## config.mk

```make
export PLATFORM = sky130hd
export DESIGN_NAME = machine_trap_trigger_csrs
export DESIGN_NICKNAME = d
export VERILOG_FILES = /design/src/verilog/trap_csr_pkg.sv /design/src/verilog/machine_trap_trigger_csrs.sv
export SDC_FILE = /design/constraint.sdc
export NUM_CORES = 1
export LEC_CHECK = 0
export BUFFER_PORTS_ARGS = -buffer_cell sky130_fd_sc_hd__buf_2
export CAP_MARGIN = 20
export CORE_ASPECT_RATIO = 0.7
export CORE_MARGIN = 2
export CORE_UTILIZATION = 59
export CTS_CLUSTER_SIZE = 28
export DETAILED_ROUTE_END_ITERATION = 8
export PLACE_DENSITY = 0.86
export SETUP_SLACK_MARGIN = 0.2
export SLEW_MARGIN = 10
export SYNTH_ARGS = -nofsm -noshare
export SYNTH_HDL_FRONTEND = slang
export SYNTH_SLANG_ARGS = --single-unit
```

## constraint.sdc

```tcl
create_clock -name sysClk -period 4.6 [get_ports sysClk]
set_input_delay 0.46 -clock sysClk [delete_from_list [all_inputs] [get_ports sysClk]]
set_output_delay 0.46 -clock sysClk [all_outputs]
set_load 0.01 [all_outputs]
```

## src/verilog/trap_csr_pkg.sv

```systemverilog
// Purpose: constants for the machine trap and trigger register set
// Assumes: 32-bit core, one breakpoint trigger, one event counter
// Notes: register offsets are 12-bit register addresses
//
// What this block does
// - Fast interrupt enables in bits 31:16, reset zero
// - Enable bits 11,7,3 gate external, timer, software
// - Vector base bits 31:8 writable, 7:1 zero
// - Vector bit 0 picks direct or vectored
// - Vector resets to boot base, mode 01
// - Traps fetch from handler built on base
// - Counter inhibit resets stopping every counter
// - Inhibit bits 0,2,3 writable; others zero
// - Event selectors sixteen bits; unimplemented read zero
// - Exception entry saves pc, bit 0 zero
// - Trap return reloads pc from saved pc
// - Cause: bit 31 interrupt, code 4:0
// - Trap value ignores writes, reads zero
// - Pending register mirrors request lines
// - Trigger select reads zero; machine or debug only
// - Trigger control fixed pattern, bit 2 writable
// - Trigger data writes need debug mode
// - Match address register holds 32-bit address
// - Enabled match in machine mode enters debug
// - Trigger extra data reads zero
// - Type info reads 4; the absent value 1 is never returned
`default_nettype none
package trap_csr_pkg;
    localparam logic [11:0] INTERRUPT_ENABLE_ADDR = 12'h304;
    localparam logic [11:0] TRAP_VECTOR_BASE_ADDR = 12'h305;
    localparam logic [11:0] COUNTER_INHIBIT_ADDR = 12'h320;
    localparam logic [11:0] EVENT_SELECTOR_ADDR = 12'h323;
    localparam logic [11:0] EVENT_SELECTOR_LAST_ADDR = 12'h33f;
    localparam logic [11:0] TRAP_SCRATCH_ADDR = 12'h340;
    localparam logic [11:0] EXCEPTION_PC_ADDR = 12'h341;
    localparam logic [11:0] TRAP_CAUSE_ADDR = 12'h342;
    localparam logic [11:0] TRAP_VALUE_ADDR = 12'h343;
    localparam logic [11:0] INTERRUPT_PENDING_ADDR = 12'h344;
    localparam logic [11:0] TRIGGER_SELECT_ADDR = 12'h7a0;
    localparam logic [11:0] TRIGGER_CONTROL_ADDR = 12'h7a1;
    localparam logic [11:0] TRIGGER_MATCH_ADDRESS_ADDR = 12'h7a2;
    localparam logic [11:0] TRIGGER_EXTRA_DATA_ADDR = 12'h7a3;
    localparam logic [11:0] TRIGGER_TYPE_INFO_ADDR = 12'h7a4;
    localparam logic [31:0] IRQ_ENABLE_MASK = 32'hffff_0888;
    localparam logic [31:0] COUNTER_INHIBIT_RESET = 32'h0000_000d;
    localparam logic [31:0] COUNTER_INHIBIT_FIXED_MASK = 32'h0000_0005;
    localparam int INHIBIT_FIRST_EVENT_BIT = 3;
    localparam int EVENT_SELECT_WIDTH = 16;
    localparam logic [31:0] TRIGGER_CONTROL_RESET = 32'h2800_1040;
    localparam int TRIGGER_EXECUTE_BIT = 2;
    localparam logic [31:0] TRIGGER_INFO_VALUE = 32'h0000_0004;
    localparam logic [31:0] TRIGGER_INFO_ABSENT = 32'h0000_0001;
    localparam int VECTOR_BASE_LSB = 8;
    localparam logic [1:0] VECTOR_MODE_RESET = 2'h1;
    localparam int CAUSE_CODE_WIDTH = 5;
    localparam logic [4:0] CAUSE_DEBUG_TRIGGER = 5'h02;
    localparam logic [1:0] PRIV_MACHINE = 2'h3;
    typedef enum logic [1:0] {
        CSR_NONE = 2'b00,
        CSR_WRITE = 2'b01,
        CSR_SET = 2'b10,
        CSR_CLEAR = 2'b11
    } csr_op_e;
endpackage
`default_nettype wire

```

## src/verilog/machine_trap_trigger_csrs.sv

```systemverilog
// Purpose: machine trap, interrupt and breakpoint trigger registers
// Assumes: pipeline gives one access and at most one trap event per cycle
// Notes: read data is registered, one cycle after the access
`timescale 1ns/1ps
`default_nettype none
module machine_trap_trigger_csrs #(
    parameter int NUM_EVENT_COUNTERS = 1
) (
    input wire logic sysClk,
    input wire logic srst,
    input wire logic [31:0] bootVector,
    input wire logic [31:0] irqLines,
    input wire logic [11:0] csrAddr,
    input wire logic [1:0] csrOp,
    input wire logic [31:0] csrWdata,
    input wire logic debugMode,
    input wire logic [1:0] privLevel,
    input wire logic trapException,
    input wire logic [4:0] exceptionCode,
    input wire logic trapInterrupt,
    input wire logic trapReturn,
    input wire logic [31:0] currentPc,
    input wire logic fetchValid,
    input wire logic [31:0] fetchAddr,
    output logic [31:0] csrRdata,
    output logic [31:0] counterInhibit,
    output logic irqRequest,
    output logic pcLoad,
    output logic [31:0] pcTarget,
    output logic debugTriggerHit
);
    // ------------------------------------------------------------
    // Registers
    // ------------------------------------------------------------
    logic [31:0] irqEnable_r;
    logic [31:8] vectorBase_r;
    logic vectorMode_r;
    logic [31:0] inhibit_r;
    logic [15:0] eventSel_r [0:28];
    logic [31:0] scratch_r;
    logic [31:1] epc_r;
    logic causeIrq_r;
    logic [4:0] causeCode_r;
    logic triggerExec_r;
    logic [31:0] triggerAddr_r;
    logic bootSeen_r;
    logic [31:0] pendingEnabled;
    logic [4:0] irqId;
    logic [31:0] oldValue;
    logic [31:0] newValue;
    logic csrWr;
    logic triggerAccessOk;
    logic [4:0] eventIdx;
    logic eventHit;
    logic [31:0] vectorRead;
    logic [31:0] trapTarget;

    assign csrWr = (csrOp != 2'(trap_csr_pkg::CSR_NONE));
    // Trigger registers are only reachable from debug or machine mode
    assign triggerAccessOk = debugMode || (privLevel == trap_csr_pkg::PRIV_MACHINE);
    assign eventHit = (csrAddr >= trap_csr_pkg::EVENT_SELECTOR_ADDR) &&
                      (csrAddr <= trap_csr_pkg::EVENT_SELECTOR_LAST_ADDR);
    assign eventIdx = 5'(csrAddr - trap_csr_pkg::EVENT_SELECTOR_ADDR);
    assign vectorRead = {vectorBase_r, 7'h00, vectorMode_r};
    assign pendingEnabled = irqLines & irqEnable_r & trap_csr_pkg::IRQ_ENABLE_MASK;

    // ------------------------------------------------------------
    // Read mux
    // ------------------------------------------------------------
    always_comb begin
        oldValue = 32'h0;
        if (eventHit) begin
            if (32'(eventIdx) < NUM_EVENT_COUNTERS) begin
                oldValue = {16'h0, eventSel_r[eventIdx]};
            end
        end else begin
            unique case (csrAddr)
                trap_csr_pkg::INTERRUPT_ENABLE_ADDR: oldValue = irqEnable_r;
                trap_csr_pkg::TRAP_VECTOR_BASE_ADDR: oldValue = vectorRead;
                trap_csr_pkg::COUNTER_INHIBIT_ADDR: oldValue = inhibit_r;
                trap_csr_pkg::TRAP_SCRATCH_ADDR: oldValue = scratch_r;
                trap_csr_pkg::EXCEPTION_PC_ADDR: oldValue = {epc_r, 1'b0};
                trap_csr_pkg::TRAP_CAUSE_ADDR: oldValue = {causeIrq_r, 26'h0, causeCode_r};
                trap_csr_pkg::TRAP_VALUE_ADDR: oldValue = 32'h0;
                trap_csr_pkg::INTERRUPT_PENDING_ADDR:
                    oldValue = irqLines & trap_csr_pkg::IRQ_ENABLE_MASK;
                trap_csr_pkg::TRIGGER_SELECT_ADDR: oldValue = 32'h0;
                trap_csr_pkg::TRIGGER_CONTROL_ADDR:
                    oldValue = trap_csr_pkg::TRIGGER_CONTROL_RESET |
                               {29'h0, triggerExec_r, 2'h0};
                trap_csr_pkg::TRIGGER_MATCH_ADDRESS_ADDR: oldValue = triggerAddr_r;
                trap_csr_pkg::TRIGGER_EXTRA_DATA_ADDR: oldValue = 32'h0;
                trap_csr_pkg::TRIGGER_TYPE_INFO_ADDR:
                    oldValue = trap_csr_pkg::TRIGGER_INFO_VALUE;
                default: oldValue = 32'h0;
            endcase
            if (csrAddr[11:4] == trap_csr_pkg::TRIGGER_SELECT_ADDR[11:4] && !triggerAccessOk) begin
                oldValue = 32'h0;
            end
        end
    end

    always_comb begin
        unique case (trap_csr_pkg::csr_op_e'(csrOp))
            trap_csr_pkg::CSR_WRITE: newValue = csrWdata;
            trap_csr_pkg::CSR_SET: newValue = oldValue | csrWdata;
            trap_csr_pkg::CSR_CLEAR: newValue = oldValue & ~csrWdata;
            default: newValue = oldValue;
        endcase
    end

    // ------------------------------------------------------------
    // Interrupt selection, highest line number wins
    // ------------------------------------------------------------
    always_comb begin
        irqId = 5'h0;
        for (int i = 0; i < 32; i++) begin
            if (pendingEnabled[i]) begin
                irqId = 5'(i);
            end
        end
    end

    // Vectored mode offsets only interrupts; exceptions stay at base
    always_comb begin
        trapTarget = {vectorBase_r, 8'h00};
        if (trapInterrupt && vectorMode_r) begin
            trapTarget = {vectorBase_r, 8'h00} + {25'h0, irqId, 2'h0};
        end
    end

    // ------------------------------------------------------------
    // Register writes
    // ------------------------------------------------------------
    always_ff @(posedge sysClk) begin
        if (srst) begin
            irqEnable_r <= 32'h0;
        end else if (csrWr && csrAddr == trap_csr_pkg::INTERRUPT_ENABLE_ADDR) begin
            irqEnable_r <= newValue & trap_csr_pkg::IRQ_ENABLE_MASK;
        end
    end

    // Boot vector is taken in reset and again on the first free edge
    always_ff @(posedge sysClk) begin
        if (srst) begin
            bootSeen_r <= 1'b0;
            // Loading in reset keeps a trap on the first free edge off address zero
            vectorBase_r <= bootVector[31:trap_csr_pkg::VECTOR_BASE_LSB];
            vectorMode_r <= trap_csr_pkg::VECTOR_MODE_RESET[0];
        end else if (!bootSeen_r) begin
            bootSeen_r <= 1'b1;
            vectorBase_r <= bootVector[31:trap_csr_pkg::VECTOR_BASE_LSB];
        end else if (csrWr && csrAddr == trap_csr_pkg::TRAP_VECTOR_BASE_ADDR) begin
            vectorBase_r <= newValue[31:trap_csr_pkg::VECTOR_BASE_LSB];
            vectorMode_r <= newValue[0];
        end
    end

    always_ff @(posedge sysClk) begin
        if (srst) begin
            inhibit_r <= trap_csr_pkg::COUNTER_INHIBIT_RESET;
        end else if (csrWr && csrAddr == trap_csr_pkg::COUNTER_INHIBIT_ADDR) begin
            for (int b = 0; b < 32; b++) begin
                if (b < trap_csr_pkg::INHIBIT_FIRST_EVENT_BIT + NUM_EVENT_COUNTERS) begin
                    inhibit_r[b] <= newValue[b] &
                        (trap_csr_pkg::COUNTER_INHIBIT_FIXED_MASK[b] ||
                         b >= trap_csr_pkg::INHIBIT_FIRST_EVENT_BIT);
                end else begin
                    inhibit_r[b] <= 1'b0;
                end
            end
        end
    end

    genvar g;
    generate
        for (g = 0; g < 29; g++) begin : gEvent
            always_ff @(posedge sysClk) begin
                if (srst) begin
                    eventSel_r[g] <= 16'h0;
                end else if (csrWr && eventHit && eventIdx == 5'(g) && g < NUM_EVENT_COUNTERS) begin
                    eventSel_r[g] <= newValue[trap_csr_pkg::EVENT_SELECT_WIDTH-1:0];
                end
            end
        end
    endgenerate

    always_ff @(posedge sysClk) begin
        if (srst) begin
            scratch_r <= 32'h0;
        end else if (csrWr && csrAddr == trap_csr_pkg::TRAP_SCRATCH_ADDR) begin
            scratch_r <= newValue;
        end
    end

    // Trap entry wins over a register write in the same cycle
    always_ff @(posedge sysClk) begin
        if (srst) begin
            epc_r <= 31'h0;
        end else if (trapException || trapInterrupt) begin
            epc_r <= currentPc[31:1];
        end else if (csrWr && csrAddr == trap_csr_pkg::EXCEPTION_PC_ADDR) begin
            epc_r <= newValue[31:1];
        end
    end

    // Illegal codes written by software are stored as given
    always_ff @(posedge sysClk) begin
        if (srst) begin
            causeIrq_r <= 1'b0;
            causeCode_r <= 5'h0;
        end else if (trapInterrupt) begin
            causeIrq_r <= 1'b1;
            causeCode_r <= irqId;
        end else if (trapException) begin
            causeIrq_r <= 1'b0;
            causeCode_r <= exceptionCode;
        end else if (csrWr && csrAddr == trap_csr_pkg::TRAP_CAUSE_ADDR) begin
            causeIrq_r <= newValue[31];
            causeCode_r <= newValue[trap_csr_pkg::CAUSE_CODE_WIDTH-1:0];
        end
    end

    always_ff @(posedge sysClk) begin
        if (srst) begin
            triggerExec_r <= trap_csr_pkg::TRIGGER_CONTROL_RESET[trap_csr_pkg::TRIGGER_EXECUTE_BIT];
            triggerAddr_r <= 32'h0;
        end else if (csrWr && debugMode) begin
            if (csrAddr == trap_csr_pkg::TRIGGER_CONTROL_ADDR) begin
                triggerExec_r <= newValue[trap_csr_pkg::TRIGGER_EXECUTE_BIT];
            end
            if (csrAddr == trap_csr_pkg::TRIGGER_MATCH_ADDRESS_ADDR) begin
                triggerAddr_r <= newValue;
            end
        end
    end

    // ------------------------------------------------------------
    // Outputs
    // ------------------------------------------------------------
    always_ff @(posedge sysClk) begin
        if (srst) begin
            csrRdata <= 32'h0;
            counterInhibit <= trap_csr_pkg::COUNTER_INHIBIT_RESET;
            irqRequest <= 1'b0;
        end else begin
            csrRdata <= oldValue;
            counterInhibit <= inhibit_r;
            irqRequest <= |pendingEnabled;
        end
    end

    always_ff @(posedge sysClk) begin
        if (srst) begin
            pcLoad <= 1'b0;
            pcTarget <= 32'h0;
        end else begin
            pcLoad <= trapException || trapInterrupt || trapReturn;
            if (trapException || trapInterrupt) begin
                pcTarget <= trapTarget;
            end else if (trapReturn) begin
                pcTarget <= {epc_r, 1'b0};
            end
        end
    end

    // Exact whole-address compare, break before execution, machine mode only
    always_ff @(posedge sysClk) begin
        if (srst) begin
            debugTriggerHit <= 1'b0;
        end else begin
            debugTriggerHit <= fetchValid && triggerExec_r && !debugMode &&
                               privLevel == trap_csr_pkg::PRIV_MACHINE &&
                               fetchAddr == triggerAddr_r;
        end
    end
endmodule
`default_nettype wire

```

==> results_dict.tcl <==
set metrics [dict create \
    vias 13500 \
    drt_iter0_drc 2376 \
    hpwl_microns 33700 \
    cts_root_buf "clkbuf_16" \
    start_util_pct 60.1 \
    clk_latency_ns 0.54 \
    crit_required_ns 5.03 \
    synth-seq-cells 235 \
    rrSetupSlack_ns 2.13 \
    grt_usage_pct 39.1 \
    grt_pass1_vias 12100 \
    num_io_pins 287 \
    synthArstFlopShare_pct 0 \
    finalSetupViolCount 0 \
    layout_min_cycle_time_ns 3.52 \
    cts.path.max_buffers 3 \
    cts-resized-gates 0 \
    wire_per_inst_microns 24.2 \
    crit_path_end_kind "register" \
    cts_tree "yes" \
    syn_inst 1471 \
    fin_skew_ns 0.0111 \
    cts-htree-levels 1 \
    layout.nets 1836 \
    yosys.area.top_type_share_pct 30.1 \
    drv_cap 0 \
    rsz0062_at_grt "false" \
    crit_path_end "scratch_r[16]" \
    dp_worst_setup_slack_ns 0.757 \
    relSlewSlack_pct 31.0 \
    timing.fmax_ghz 0.284 \
    status "completed" \
    postCtsSetupBuffers 0 \
    cpMaxStageDelayCell "nor3_2" \
    port_buffers 234 \
    avgViaCountPerCell 6.96 \
    drtAntennaViolNets 0 \
    tightestPinTransition_ns 1.03 \
    finalSetupTns_ns 0 \
    routabilityCongestion 0.972 \
    dieHeight_microns 128 \
    final_cells 1945 \
    r2r_start "vectorBase_r[19]" \
    p_total_mw 4.73 \
    slowest_delay_ns 0.64 \
    cts_buffers 24 \
    cts_sinks 235 \
    cts_hold_buffers 0 \
    drc 0 \
    cp.arrival_ns 3.96 \
    grt_util_met2_pct 56.9 \
    yosysTopAreaCell "dfxtp_1" \
    syn2layout_area_growth_pct 15.4 \
    peakVddDrop_uv 269 \
    dieArea_sq_um 23200 \
    rows 45 \
    hp-class "in -> reg" \
    reg2reg_depth 5 \
    netlist_top_cells_area "dfxtp_1 30%, edfxtp_1 9.3%, nor2_1 5.2%" \
    overflow 0 \
    path_clk_slew_ns 0.06 \
    synthesis.area_sq_um 13000 \
    cp_max_fo 24 \
    grt_pass1_wl_microns 70400 \
    yosysMostFrequentCell "dfxtp_1" \
    synth_edf_count 40 \
    grt_busiest_layer "met2" \
    cp-startpoint "csrAddr[5]" \
    firstDrtPassIters 8 \
    drive_above_1_share_pct 24.2 \
    antenna_found_initial 1 \
    die_w_microns 181 \
    core_area_sq_um 21600 \
    synth.top_cells.by_count "195 x dfxtp_1, 181 x nor2_1, 126 x nand2_1" \
    synth_flop_cell "dfxtp_1" \
    syn_area_per_cell_sq_um 8.83 \
    post-route-period-util_pct 76.6 \
    synth.yosys.warnings 0 \
    grt_start_max_net_pins 78 \
    power_density_nw_per_um2 315 \
    worstSetupStartpointType "primary input" \
    fin_ws_ns 1.08 \
    r2r_end "vectorBase_r[19]" \
    nFillCells 1731 \
    worst-setup-path-type "in -> reg" \
    drt-total-wl_microns 47000 \
    leakagePower_nw 5.62 \
    grt_use_met1_pct 55.6 \
    slew_violations 0 \
    hold_violations 0 \
    dp.cells 1899 \
    synth_cell_types 93 \
    path_cells "buf_2, and4b_1, nand2_1, nor3_2, o21ai_4, buf_4, o31ai_4, o211ai_2, a211oi_1" \
    grt_util_met3_pct 10.6 \
    yosysSeqAreaShare_pct 39.3 \
]
critical path: cells and delay by family:
family	cells	cell delay [ns]
compound gates	4	1.19
buf+inv	2	0.60
simple gates	3	1.66
layout make-up:
type	count	area [sq um]	share of cell area, %
Clock buffer	33	707	4.72
Antenna cell	1	2.50	0.0167
Timing Repair Buffer	272	1480	9.90
Tap cell	282	353	2.35
Clock inverter	11	67.6	0.451
Sequential cell	235	5100	34.1
Multi-Input combinational cell	1080	7150	47.7
Inverter	31	116	0.777
per-layer routing:
| metal | wire, microns | vias up |
|---|---|---|
| met5 | 0 | - |
| met4 | 2110 | 0 |
| met3 | 7700 | 179 |
| met2 | 19000 | 1218 |
| met1 | 18200 | 6273 |
| li1 | - | 5859 |
cell usage in the layout (no fill, tap or decap), types with 16 or more instances in the layout:
cell       netlist  layout
a22oi_1         23      23
a41oi_1         18      18
nand4_1         40      40
buf_4           36      37
nand2b_1        16      16
buf_2           17     233
a222oi_1        34      34
o21ai_0         80      80
a211oi_1        73      73
inv_1           30      29
nor3_1          20      20
nand3_1         22      22
edfxtp_1        40      40
xnor2_1         23      23
a21oi_1         64      64
mux2i_1         28      28
clkbuf_16        0      26
dfxtp_1        195     195
nor2_1         181     177
conb_1           1      30
nand2_1        126     126
and3_1          21      21
kinds of logic after synthesis:
group                    after synthesis  share of synthesized area [%]
other                                  1                         0.0289
buffers and inverters                185                           6.84
flip-flops                           235                           39.3
AO/OA/AOI/OAI                        476                           29.4
multiplexers                          30                           2.33
adder cells (fa/ha/maj)                4                          0.385
AND/OR/NAND/NOR                      504                           19.2
XOR/XNOR                              36                           2.43
sequential cells by signal, indices dropped and copies added, names as in the netlist, 5 cells and up:
| name | count |
|---|---|
| triggerAddr_r | 32 |
| eventSel_r | 16 |
| csrRdata | 32 |
| pcTarget | 31 |
| scratch_r | 32 |
| epc_r | 31 |
| irqEnable_r | 19 |
| causeCode_r | 5 |
| vectorBase_r | 24 |
through the flow:
step	instance area, sq um	util, %	hold slack [ns]
floorplan	13100	-	0.429
global placement	14200	65.6	0.440
detailed placement	14200	65.6	0.446
CTS	15000	69.2	0.200
global route	15000	69.3	0.223
finish	15000	69.3	0.208
worst min path at each step:
stage	start	to	cells after the start
after floorplan	scratch_r[7]	scratch_r[7]	2
after global placement	scratch_r[7]	scratch_r[7]	2
after detailed placement	scratch_r[7]	scratch_r[7]	2
after CTS	bootVector[22]	vectorBase_r[22]	3
after global routing	bootVector[21]	vectorBase_r[21]	3
final	bootVector[21]	vectorBase_r[21]	3
power by group:
part / internal [mW] / switching (mW)
combinational: 0.198 / 0.383
clock: 1.08 / 0.853
sequential: 2.16 / 0.0489
total: 3.44 / 1.29
Power figures use the tool's default switching activity.
